[config.mk]
export PLATFORM = sky130hd
export DESIGN_NAME = bacr_top
export DESIGN_NICKNAME = d
export VERILOG_FILES = /design/src/rtl/bacr_nvm.v /design/src/rtl/bacr_top.v /design/src/rtl/bacr_trim.v
export VERILOG_INCLUDE_DIRS = /design/src /design/src/pkg
export SDC_FILE = /design/constraint.sdc
export NUM_CORES = 1
export LEC_CHECK = 0
export CAP_MARGIN = 20
export CORE_MARGIN = 1.5
export CORE_UTILIZATION = 55
export CTS_CLUSTER_DIAMETER = 40
export CTS_CLUSTER_SIZE = 16
export DETAILED_ROUTE_END_ITERATION = 7
export DONT_BUFFER_PORTS = 1
export MAX_ROUTING_LAYER = met4
export PLACE_DENSITY = 0.84
export SKIP_CTS_REPAIR_TIMING = 1
export SLEW_MARGIN = 20
export SYNTH_ARGS = -nofsm -noshare
export SYNTH_HDL_FRONTEND = slang
export SYNTH_SLANG_ARGS = --single-unit
[constraint.sdc]
create_clock -name clk -period 13.6 [get_ports clk]
set_input_delay 0.68 -clock clk [delete_from_list [all_inputs] [get_ports clk]]
set_output_delay 0.68 -clock clk [all_outputs]
set_load 0.02 [all_outputs]
[src/pkg/bacr_regs.vh]
// register offsets, field positions, memory slots, reset values and trim constants of the
// address and current-trim register bank; definitions only
`ifndef BACR_REGS_VH
`define BACR_REGS_VH

// ----------------------------------------------------------------------
// command and register offsets
// ----------------------------------------------------------------------
`define BACR_OFS_STORE_ALL 8'h15
`define BACR_OFS_SYS_CFG 8'hA0
`define BACR_OFS_OWN_ADDR 8'hA2
`define BACR_OFS_VID_ADDR 8'hA3
`define BACR_OFS_CUR_TRIM 8'hA4

// ----------------------------------------------------------------------
// field positions
// ----------------------------------------------------------------------
`define BACR_SYS_OVERRIDE_BIT 0
`define BACR_OWN_ADDR_MSB 6
`define BACR_OWN_ADDR_LSB 0
`define BACR_OWN_RSVD_BIT 7
`define BACR_VID_ADDR_MSB 3
`define BACR_VID_ADDR_LSB 0
`define BACR_GAIN_MSB 7
`define BACR_GAIN_LSB 4
`define BACR_OFS_MSB 3
`define BACR_OFS_LSB 0

// ----------------------------------------------------------------------
// non-volatile slots and factory contents (arbitrary values; the trim default gives unity gain and a -0.25 A offset)
// ----------------------------------------------------------------------
`define BACR_NVM_DEPTH 4
`define BACR_SLOT_SYS_CFG 2'h0
`define BACR_SLOT_OWN_ADDR 2'h1
`define BACR_SLOT_VID_ADDR 2'h2
`define BACR_SLOT_CUR_TRIM 2'h3
`define BACR_SLOT_LAST 2'h3
`define BACR_DEF_SYS_CFG 8'h00
`define BACR_DEF_OWN_ADDR 8'h10
`define BACR_DEF_VID_ADDR 8'h00
`define BACR_DEF_CUR_TRIM 8'h77

// ----------------------------------------------------------------------
// current trim arithmetic: gain (193 + code) / 200, offset in lsb of 0.25 A
// ----------------------------------------------------------------------
`define BACR_GAIN_BASE 9'h0C1
`define BACR_GAIN_DIV 32'h000000C8
`define BACR_OFS_POS_BIAS 5'h07
`define BACR_OFS_NEG_BIAS 5'h08

`endif

[src/rtl/bacr_nvm.v]
// non-volatile backup of the register bank, one byte per slot
// assumes a synchronous single-port use: one read or one write per cycle;
// contents survive reset_n, which stands for the supply reset
`timescale 1ns/1ps
`include "bacr_regs.vh"

module bacr_nvm (
  input wire clk,           // clock
  input wire ce,            // clock enable
  input wire wrEn,          // write strobe
  input wire [1:0] addr,    // slot index
  input wire [7:0] wrData,  // write data
  output reg [7:0] rdData   // registered read data
);

  reg [7:0] mem [0:`BACR_NVM_DEPTH-1];

  // ----------------------------------------------------------------------
  // factory contents; storage itself takes no reset so it outlives it
  // ----------------------------------------------------------------------
  initial begin
    mem[0] = `BACR_DEF_SYS_CFG;
    mem[1] = `BACR_DEF_OWN_ADDR;
    mem[2] = `BACR_DEF_VID_ADDR;
    mem[3] = `BACR_DEF_CUR_TRIM;
  end

  always @(posedge clk) begin
    if (ce) begin
      if (wrEn) begin
        mem[addr] <= wrData;
      end
      rdData <= mem[addr];
    end
  end

endmodule

[src/rtl/bacr_top.v]
// address and output-current trim register bank of the management port
// assumes the serial framing is decoded outside: one byte transaction
// per cmdValid pulse; reset_n is the supply reset
`timescale 1ns/1ps
`include "bacr_regs.vh"

module bacr_top (
  input wire clk,               // 250 MHz clock
  input wire reset_n,           // async supply reset, active low
  input wire ce,                // clock enable, freezes all state
  input wire [6:0] strapAddr,   // address decoded from the strap resistor
  input wire cmdValid,          // one byte transaction request
  input wire cmdWrite,          // 1 write, 0 read
  input wire [7:0] cmdAddr,     // command or register offset
  input wire [7:0] cmdData,     // write byte
  input wire rawValid,          // raw current sample strobe
  input wire [15:0] rawCurrent, // raw current, lsb 0.25 A
  output reg rspValid,          // answer strobe
  output reg rspNack,           // request refused
  output reg [7:0] rspData,     // read byte
  output reg ready,             // power-up load finished
  output reg busy,              // load or store in progress
  output reg [6:0] ownAddress,  // bus address in use
  output reg addressOverride,   // override adopted at power-up
  output reg [3:0] vidAddress,  // vid bus address in use
  output wire reportValid,      // trimmed report strobe
  output wire [15:0] outputCurrentReport // trimmed current report
);

  // ----------------------------------------------------------------------
  // state and working registers
  // ----------------------------------------------------------------------
  localparam [1:0] ST_LOAD = 2'b00;
  localparam [1:0] ST_IDLE = 2'b01;
  localparam [1:0] ST_STORE = 2'b10;

  reg [1:0] state_q;
  reg [1:0] state_d;
  reg [1:0] slot_q;
  reg [1:0] slot_d;
  reg loadPend_q;
  reg [1:0] loadSlot_q;
  reg [7:0] sysCfg_q;
  reg [6:0] ownAddrReg_q;
  reg [3:0] vidAddrReg_q;
  reg [7:0] curTrim_q;
  reg [6:0] strapHeld_q;
  reg nvmWrEn;
  reg [7:0] nvmWrData;
  wire [7:0] nvmRdData;
  wire isWrite;
  wire isRead;
  wire addrSysCfg;
  wire addrOwn;
  wire addrVid;
  wire addrTrim;
  wire addrStore;
  wire mapped;
  reg [7:0] readByte;

  // ----------------------------------------------------------------------
  // request decode
  // ----------------------------------------------------------------------
  // store-all is a command, not a register: write only, nothing to read back
  assign isWrite = cmdValid & cmdWrite;
  assign isRead = cmdValid & ~cmdWrite;
  assign addrSysCfg = (cmdAddr == `BACR_OFS_SYS_CFG);
  assign addrOwn = (cmdAddr == `BACR_OFS_OWN_ADDR);
  assign addrVid = (cmdAddr == `BACR_OFS_VID_ADDR);
  assign addrTrim = (cmdAddr == `BACR_OFS_CUR_TRIM);
  assign addrStore = (cmdAddr == `BACR_OFS_STORE_ALL);
  assign mapped = addrSysCfg | addrOwn | addrVid | addrTrim;

  // read mux; the own-address readback follows the adopted source
  always @* begin
    readByte = 8'h00;
    if (addrSysCfg) begin
      readByte = sysCfg_q;
    end else if (addrOwn) begin
      if (addressOverride) begin
        readByte = {1'b0, ownAddrReg_q}; // stored value, bit 7 zero
      end else begin
        readByte = {1'b0, strapHeld_q}; // strapped address read back
      end
    end else if (addrVid) begin
      readByte = {4'h0, vidAddrReg_q}; // upper nibble reads zero
    end else if (addrTrim) begin
      readByte = curTrim_q;
    end else begin
      readByte = 8'h00;
    end
  end

  // ----------------------------------------------------------------------
  // load and store sequencer
  // ----------------------------------------------------------------------
  always @* begin
    state_d = state_q;
    slot_d = slot_q;
    case (state_q)
      ST_LOAD: begin
        if (slot_q == `BACR_SLOT_LAST) begin
          state_d = ST_IDLE;
          slot_d = 2'h0;
        end else begin
          slot_d = slot_q + 2'h1;
        end
      end
      ST_IDLE: begin
        // store-all only accepted between transactions
        if (isWrite && addrStore) begin
          state_d = ST_STORE;
          slot_d = 2'h0;
        end
      end
      ST_STORE: begin
        if (slot_q == `BACR_SLOT_LAST) begin
          state_d = ST_IDLE;
          slot_d = 2'h0;
        end else begin
          slot_d = slot_q + 2'h1;
        end
      end
      default: begin
        state_d = ST_IDLE;
        slot_d = 2'h0;
      end
    endcase
  end

  // store writes the working bytes slot by slot
  always @* begin
    nvmWrEn = 1'b0;
    nvmWrData = 8'h00;
    if (state_q == ST_STORE) begin
      nvmWrEn = 1'b1;
      if (slot_q == `BACR_SLOT_SYS_CFG) begin
        nvmWrData = sysCfg_q;
      end else if (slot_q == `BACR_SLOT_OWN_ADDR) begin
        nvmWrData = {1'b0, ownAddrReg_q};
      end else if (slot_q == `BACR_SLOT_VID_ADDR) begin
        nvmWrData = {4'h0, vidAddrReg_q};
      end else begin
        nvmWrData = curTrim_q;
      end
    end
  end

  always @(posedge clk or negedge reset_n) begin
    if (!reset_n) begin
      state_q <= ST_LOAD;
      slot_q <= 2'h0;
      loadPend_q <= 1'b0;
      loadSlot_q <= 2'h0;
    end else if (ce) begin
      state_q <= state_d;
      slot_q <= slot_d;
      loadPend_q <= (state_q == ST_LOAD);
      loadSlot_q <= slot_q;
    end
  end

  // ----------------------------------------------------------------------
  // working registers: restored from backup, then written by the host
  // ----------------------------------------------------------------------
  always @(posedge clk or negedge reset_n) begin
    if (!reset_n) begin
      sysCfg_q <= `BACR_DEF_SYS_CFG;
      ownAddrReg_q <= 7'h00;
      vidAddrReg_q <= 4'h0;
      curTrim_q <= `BACR_DEF_CUR_TRIM;
    end else if (ce) begin
      // restore wins over host writes; those are refused at the answer anyway
      if (loadPend_q) begin
        if (loadSlot_q == `BACR_SLOT_SYS_CFG) begin
          sysCfg_q <= nvmRdData;
        end else if (loadSlot_q == `BACR_SLOT_OWN_ADDR) begin
          ownAddrReg_q <= nvmRdData[`BACR_OWN_ADDR_MSB:`BACR_OWN_ADDR_LSB];
        end else if (loadSlot_q == `BACR_SLOT_VID_ADDR) begin
          vidAddrReg_q <= nvmRdData[`BACR_VID_ADDR_MSB:`BACR_VID_ADDR_LSB];
        end else begin
          curTrim_q <= nvmRdData;
        end
      end else if (state_q == ST_IDLE && isWrite) begin
        // a whole byte per write transaction
        if (addrSysCfg) begin
          sysCfg_q <= cmdData; // override bit lands here, not yet adopted
        end else if (addrOwn) begin
          ownAddrReg_q <= cmdData[`BACR_OWN_ADDR_MSB:`BACR_OWN_ADDR_LSB];
        end else if (addrVid) begin
          vidAddrReg_q <= cmdData[`BACR_VID_ADDR_MSB:`BACR_VID_ADDR_LSB];
        end else if (addrTrim) begin
          curTrim_q <= cmdData;
        end
      end
    end
  end

  // ----------------------------------------------------------------------
  // adopted addresses; the bus address changes only at a load after reset
  // ----------------------------------------------------------------------
  always @(posedge clk or negedge reset_n) begin
    if (!reset_n) begin
      strapHeld_q <= 7'h00;
      ownAddress <= 7'h00;
      addressOverride <= 1'b0;
      vidAddress <= 4'h0;
      ready <= 1'b0;
      busy <= 1'b1;
    end else if (ce) begin
      busy <= (state_d != ST_IDLE);
      // strap caught by the clock after release, not by the reset itself
      if (state_q == ST_LOAD && slot_q == 2'h0) begin
        strapHeld_q <= strapAddr;
      end
      if (loadPend_q && loadSlot_q == `BACR_SLOT_LAST) begin
        ready <= 1'b1;
        // system config and own address already restored by now
        addressOverride <= sysCfg_q[`BACR_SYS_OVERRIDE_BIT];
        if (sysCfg_q[`BACR_SYS_OVERRIDE_BIT]) begin
          ownAddress <= ownAddrReg_q;
        end else begin
          ownAddress <= strapHeld_q;
        end
      end
      // reserved codes pass through unchanged; the host must not send them
      // vid address follows its register at once, codes map one to one
      vidAddress <= vidAddrReg_q;
    end
  end

  // ----------------------------------------------------------------------
  // transaction answer, one cycle after the request
  // ----------------------------------------------------------------------
  always @(posedge clk or negedge reset_n) begin
    if (!reset_n) begin
      rspValid <= 1'b0;
      rspNack <= 1'b0;
      rspData <= 8'h00;
    end else if (ce) begin
      rspValid <= cmdValid;
      rspNack <= 1'b0;
      if (cmdValid) begin
        // busy sequencer or unknown offset refuses; reads then return zero;
        // the last restore edge is refused too: a write there would be lost
        // under the restore, and the own-address source is not adopted yet
        if (state_q != ST_IDLE || loadPend_q) begin
          rspNack <= 1'b1;
          rspData <= 8'h00;
        end else if (isRead) begin
          rspNack <= ~mapped;
          rspData <= readByte;
        end else begin
          rspNack <= ~(mapped | addrStore);
          rspData <= 8'h00;
        end
      end
    end
  end

  // ----------------------------------------------------------------------
  // backup memory and current trim
  // ----------------------------------------------------------------------
  // one slot per cycle: the sequencer index doubles as the memory address
  bacr_nvm bacr_nvm_i (
    .clk(clk),
    .ce(ce),
    .wrEn(nvmWrEn),
    .addr(slot_q),
    .wrData(nvmWrData),
    .rdData(nvmRdData)
  );

  // trims are live: both codes are taken with each sample, so a write applies to samples taken after it
  bacr_trim bacr_trim_i (
    .clk(clk),
    .reset_n(reset_n),
    .ce(ce),
    .inValid(rawValid),
    .rawCur(rawCurrent),
    .gainCode(curTrim_q[`BACR_GAIN_MSB:`BACR_GAIN_LSB]),
    .ofsCode(curTrim_q[`BACR_OFS_MSB:`BACR_OFS_LSB]),
    .outValid(reportValid),
    .repCur(outputCurrentReport)
  );

endmodule

[src/rtl/bacr_trim.v]
// applies gain and offset trims to a raw output-current sample
// assumes raw samples in lsb of 0.25 A; two-cycle registered pipeline
`timescale 1ns/1ps
`include "bacr_regs.vh"

module bacr_trim (
  input wire clk,            // clock
  input wire reset_n,        // async reset, active low
  input wire ce,             // clock enable
  input wire inValid,        // raw sample strobe
  input wire [15:0] rawCur,  // raw converted current
  input wire [3:0] gainCode, // gain trim code
  input wire [3:0] ofsCode,  // offset trim code
  output reg outValid,       // report strobe
  output reg [15:0] repCur   // trimmed report
);

  reg stageValid_q;
  reg [15:0] scaled_q;
  reg [3:0] ofsHeld_q;
  wire [8:0] gainFactor;
  wire [31:0] product;
  wire [31:0] quotient;
  wire [15:0] ofsVal;

  // 0.5 % per code from -3.5 % at code 0
  assign gainFactor = `BACR_GAIN_BASE + {5'h00, gainCode};
  assign product = {16'h0000, rawCur} * {23'h000000, gainFactor};
  assign quotient = product / `BACR_GAIN_DIV;
  // codes from 1000b give +0.25 A upward, lower codes go negative
  assign ofsVal = ofsHeld_q[3] ?
    {11'h000, {1'b0, ofsHeld_q} - `BACR_OFS_POS_BIAS} :
    {{11{1'b1}}, {1'b0, ofsHeld_q} - `BACR_OFS_NEG_BIAS};

  always @(posedge clk or negedge reset_n) begin
    if (!reset_n) begin
      stageValid_q <= 1'b0;
      scaled_q <= 16'h0000;
      ofsHeld_q <= 4'h0;
      outValid <= 1'b0;
      repCur <= 16'h0000;
    end else if (ce) begin
      stageValid_q <= inValid;
      if (inValid) begin
        scaled_q <= quotient[15:0];
        ofsHeld_q <= ofsCode;
      end
      outValid <= stageValid_q;
      if (stageValid_q) begin
        repCur <= scaled_q + ofsVal; // no clamp, a negative sum wraps
      end
    end
  end

endmodule

==> out/metrics.cfg, run 1 <==
[clocking]
cts_buffer_depth=2
worst_setup_hold_path_clk_slew_ns=0.07
clock-root-buffer=clkbuf_16
number_of_buffers_created_by_cts=17
clkSinkCount=143
clock_tree_from_tritoncts=done
clk_latency_ns=0.43
cts.htree.levels=4

[timing]
post-route-worst-setup-slack_ns=-0.8315
slew_viol_final=0
rsz0062_at_grt=true
finalSetupViolations=3
slew_margin_rel_pct=25.19
finalCriticalPeriod_ns=14.43
post-route-period-util_pct=106.1
fin_hold_ws_ns=0.08846
fin_worst_skew_ns=0.01033
top_achievable_clock_speed_mhz=69.29
hold_violations=0
worstMarginPinSlew_ns=1.118

[synth]
yosysTopAreaCellShare_pct=16.14
synth_largest_area_cell=dfrtp_1
syn-instance-count=1662
synth_area_leaders=dfrtp_1 (16%), fa_1 (9.3%), edfxtp_1 (8.1%), ha_1 (7.9%), nand2_1 (4.1%)
synth.lib_cells_used.distinct=123
most_common_flop_cell_mapped_by_yosys=dfrtp_1
postSynthNetCount=1870
yosysSeqAreaShare_pct=25.45
mappedNetlistArea_mm2=0.01488
async_reset_ff_share_pct=72.03
yosys_warnings=0
cell_with_the_most_instances_after_synthesis=nand2_1
synth-seq-cells=143
netlist_top_cells_count=nand2_1 (163), nor2_1 (112), o21ai_0 (111)
synthesis.area_per_instance_um2=8.953
synth_edf_count=40

[global_route]
antenna_found_initial=0
first_global_vias=14691
grt_start_max_net_pins=104
global_route_wire_length_before_repair_um=70590
globalRouteOverflowTotal=0
gr_util_all_layers_pct=31.64

[finish]
post_route_cells_drive_above_1_share_pct=33.97
n_antenna_cell=0
multi_input_area_mm2=0.01167
finalNetCount=2197
flow.area_growth_from_synthesis_pct=33.21
final_core_utilization_pct=74.17
sequential_cell_area_mm2=0.003787
fill_cells=1675

[route]
drt-total-wl_um=49220
average_wire_length_per_cell_after_detail_routing_um=21.01
drt_drc_violations_left=0
via_count=15331
avgViaCountPerCell=6.543
drt_iter0_markers=1590
final_antenna_net_count=0
drt-pass1-iter-count=6

[floorplan]
initial_core_util_pct=55.68
die_width_um=167.5
chipHeight_um=167.5
boundaryPins=86
placementRows=60
core-area_mm2=0.02673
dieArea_mm2=0.02805

[setup_path]
worst-endpoint-arrival_ns=14.74
timing.critical_path.from_type=flop
worst_setup_path_end_kind=flop
critical_path_peak_fanout=8
timing.critical_path.required_ns=13.91
worst_path_max_delay_cell=fa_1
cpPeakStageDelay_ns=0.64
timing.setup.critical_path_class=reg -> reg

[status]
status=complete, but fails checks
violations_in_the_final_reports=negative setup slack

[flow_run]
drv.max_cap_violation_count=0

[hold_path]
min_path_type=in -> async

[placed_design]
detailed_place_hpwl_um=33380
preCtsSetupSlack_ns=-0.7272
port_buffers=0
finalWeightedCongestion=0.9611

==> path summary, 6_finish.rpt <==
| kind | to | slack, ns | cells past startpoint | start |
|---|---|---|---|---|
| max reg2reg | bacr_trim_i.scaled_q[0] | -0.83 | 54 | curTrim_q[4] |
| max | bacr_trim_i.scaled_q[0] | -0.83 | 54 | curTrim_q[4] |
| min | curTrim_q[1] | 0.09 | 0 | reset_n |
| max in group asynchronous | ownAddrReg_q[4] | 13.08 | 1 | reset_n |
| min in group clk | state_q[0] | 0.35 | 1 | ce |
| min reg2reg | bacr_trim_i.scaled_q[11] | 0.49 | 1 | bacr_trim_i.scaled_q[11] |
==> metrics by stage <==
step	instance area (um^2)	TNS [ns]	std cells
after global placement	17590	-0.6403	2250
after CTS	18160	-1.572	2282
after global routing	19820	-3.176	2343
after detailed placement	17590	-1.388	2250
after floorplan	15080	-0.2134	1662
final	19820	-1.747	2343
==> registers in the layout, summed over array words and instances, names as in the netlist, 2 cells and up <==
register               flops
strapHeld_q                7
bacr_trim_i.repCur        16
bacr_trim_i.scaled_q      16
bacr_nvm_i.rdData          8
state_q                    2
curTrim_q                  8
loadSlot_q                 2
rspData                    8
ownAddrReg_q               7
bacr_nvm_i.mem            32
vidAddrReg_q               4
bacr_trim_i.ofsHeld_q      4
ownAddress                 7
slot_q                     2
vidAddress                 4
sysCfg_q                   8
==> final cells by class <==
type	count	area share [%]
Multi-Input combinational cell	1339	58.85
Sequential cell	143	19.11
Timing Repair Buffer	379	14.90
Clock inverter	9	0.3535
Tap cell	341	2.152
Inverter	109	2.064
Clock buffer	23	2.569
==> cell usage in the layout, fill, tap and decap left out, types with 22 or more instances in the layout <==
| master | n |
|---|---|
| edfxtp_1 | 40 |
| buf_4 | 365 |
| mux2i_1 | 39 |
| nand2_1 | 151 |
| and2_1 | 33 |
| o211ai_1 | 25 |
| fa_1 | 68 |
| ha_1 | 82 |
| mux2_2 | 22 |
| o21ai_0 | 99 |
| inv_1 | 107 |
| xnor2_1 | 31 |
| dfrtp_1 | 96 |
| a21oi_1 | 92 |
| nand3_1 | 30 |
| nor2_1 | 106 |
| nor3_1 | 28 |
==> worst max-delay path, delay by kind of cell (launching register included) <==
family	cells	cell delay, ns
AOI/OAI and AO/OA	19	4.62
and+or+nand+nor	17	4.09
adders and majority gates	6	2.64
buffers and inverters	7	0.97
muxes	3	0.96
DFF	1	0.57
xor gates and xnor gates	2	0.44
==> layer usage <==
layer / wire length, um / global-route usage, % / vias to the layer above
met1: 18460 / 37.98 / 7433
met2: 24690 / 54.38 / 872
met3: 3749 / 4.065 / 243
met5: 0 / - / -
met4: 2320 / 11.95 / 0
li1: - / - / 6783
==> cells by family after synthesis <==
kind of cell / synth area share, %
muxes: 6.306
DFF: 25.45
adders and majority gates: 17.32
AOI/OAI and AO/OA: 24.30
buffers and inverters: 4.952
xor gates and xnor gates: 3.170
and+or+nand+nor: 18.50
Power of run 1 is not shown: default switching activity piles up to over one toggle a cycle in this logic, so the estimate is an artifact.
==> inputs of run 2 (changes only) <==
==> constraint.sdc (replaced) <==
create_clock -name clk -period 13.6 [get_ports clk]
set_input_delay 2.72 -clock clk [delete_from_list [all_inputs] [get_ports clk]]
set_output_delay 2.72 -clock clk [all_outputs]
set_load 0.02 [all_outputs]
==> out/metrics.cfg, run 2 (synthesis results as in run 1) <==
[timing]
finalCriticalPeriod_ns=15.48
slew_margin_rel_pct=-1.561
finalSetupTns_ns=-5.534
worstMarginPinSlew_ns=1.513
finalSetupViolations=5
post-route-period-util_pct=113.9
slew_viol_final=8
post-route-worst-setup-slack_ns=-1.884
top_achievable_clock_speed_mhz=64.58
hold_violations=0
rsz0062_at_grt=true
fin_worst_skew_ns=0.01066

[setup_path]
worst_path_max_delay_cell=or4_4
worstRegToRegCells=58
timing.critical_path.from_type=input port
worst_setup_path_end_kind=flop
ff2ff_setup_slack_ns=-0.85
worst-endpoint-arrival_ns=15.80
cpPeakStageDelay_ns=0.57
critical_path_peak_fanout=8
timing.setup.critical_path_class=in -> reg
timing.critical_path.required_ns=13.91
timing.critical_path.mode_cell=buf_4

[route]
final_antenna_net_count=0
drt-total-wl_um=51810
drt-pass1-iter-count=6
avgViaCountPerCell=6.688
drt_drc_violations_left=0
via_count=15703
average_wire_length_per_cell_after_detail_routing_um=22.07
drt_iter0_markers=1837

[hold_path]
holdPathStages=2
min_path_type=reg -> reg

[floorplan]
initial_core_util_pct=55.68
placementRows=60
dieArea_mm2=0.02805
chipHeight_um=167.5
die_width_um=167.5
boundaryPins=86
core-area_mm2=0.02673

[global_route]
gr_util_all_layers_pct=34.40
globalRouteOverflowTotal=0
antenna_found_initial=0
global_route_wire_length_before_repair_um=76040
first_global_vias=15168
grt_start_max_net_pins=104

[finish]
flow.area_growth_from_synthesis_pct=32.44
final_core_utilization_pct=73.74
finalNetCount=2202
summed_area_of_non_filler_cells_in_the_final_layout_mm2=0.01971
finalNonFillerCells=2348
largest_register_ffs=32
leading_cell_type_in_the_layout_fill_and_taps_excluded=buf_4
largest-register=bacr_nvm_i.mem
n_antenna_cell=0
most-common-layout-cells=buf_4 (377), nand2_1 (157), inv_1 (105)
post_route_cells_drive_above_1_share_pct=34.78
registers_with_the_most_flip_flops=bacr_nvm_i.mem (32), bacr_trim_i.repCur (16), bacr_trim_i.scaled_q (16)

[status]
status=complete, but fails checks
violations_in_the_final_reports=max-capacitance violations, max-slew violations, negative setup slack

[clocking]
cts.htree.levels=4
clkSinkCount=143
number_of_buffers_created_by_cts=17
clock_tree_from_tritoncts=done
clock-root-buffer=clkbuf_16
cts_buffer_depth=2
clk_latency_ns=0.44
worst_setup_hold_path_clk_slew_ns=0.07

[placed_design]
finalWeightedCongestion=0.9654
port_buffers=0
detailed_place_hpwl_um=34940
placedInstanceArea_mm2=0.01792
dpl.cell_count=2281

[flow_run]
drv.max_cap_violation_count=1

-- run 2: changes by cell type in the layout (fill, tap and decap cells not counted), moves of 4 or more --
| cell | change |
|---|---|
| nor3_2 | +5 |
| buf_4 | +12 |
| nor2_1 | -6 |
| nor3_1 | -4 |
| nand2_4 | -4 |
| o21ai_2 | -5 |
| nand2_1 | +6 |
| nor2_2 | +8 |
| o21ai_1 | +7 |
-- run 2: metal layers --
metal	wire length, um	track usage (%)
met1	19320	40.55
met2	25010	57.08
met3	3996	5.743
met4	3480	17.08
met5	0	-
-- run 2: cell type report --
type | count | area [um^2]
multi-input cells | 1339 | 11590
fillers | 1649 | 7018
flip-flops and latches | 143 | 3787
repair buffers | 384 | 2918
clock buffers | 20 | 478.0
well taps | 341 | 426.7
inverters | 109 | 411.6
clock inverters | 12 | 98.84
-- run 2: path summary, 6_finish.rpt --
check / startpoint / to
max reg2reg: curTrim_q[4] / bacr_trim_i.scaled_q[0]
max: rawCurrent[15] / bacr_trim_i.scaled_q[0]
min in group asynchronous: reset_n / ownAddress[3]
min reg2reg: bacr_trim_i.scaled_q[8] / bacr_trim_i.scaled_q[8]
min: bacr_trim_i.scaled_q[8] / bacr_trim_i.scaled_q[8]
max in group asynchronous: reset_n / curTrim_q[1]
-- run 2: critical path, delay by kind of cell --
kind                       cells  cell delay, ns
adders and majority gates      5            2.24
AOI/OAI and AO/OA             21            4.61
buffers and inverters         12            1.67
and+or+nand+nor               14            4.05
xor gates and xnor gates       1            0.11
muxes                          1            0.35
-- run 2: metrics by stage --
| step | hold WS [ns] | worst slack, ns |
|---|---|---|
| finish | 0.4908 | -1.884 |
| global route | 0.5424 | -2.302 |
| CTS | 0.4985 | -2.049 |
| detailed placement | 0.4827 | -2.448 |
| global placement | 0.4733 | -2.104 |
| floorplan | 0.4428 | -1.644 |
Power of run 2 is left out for the same reason.
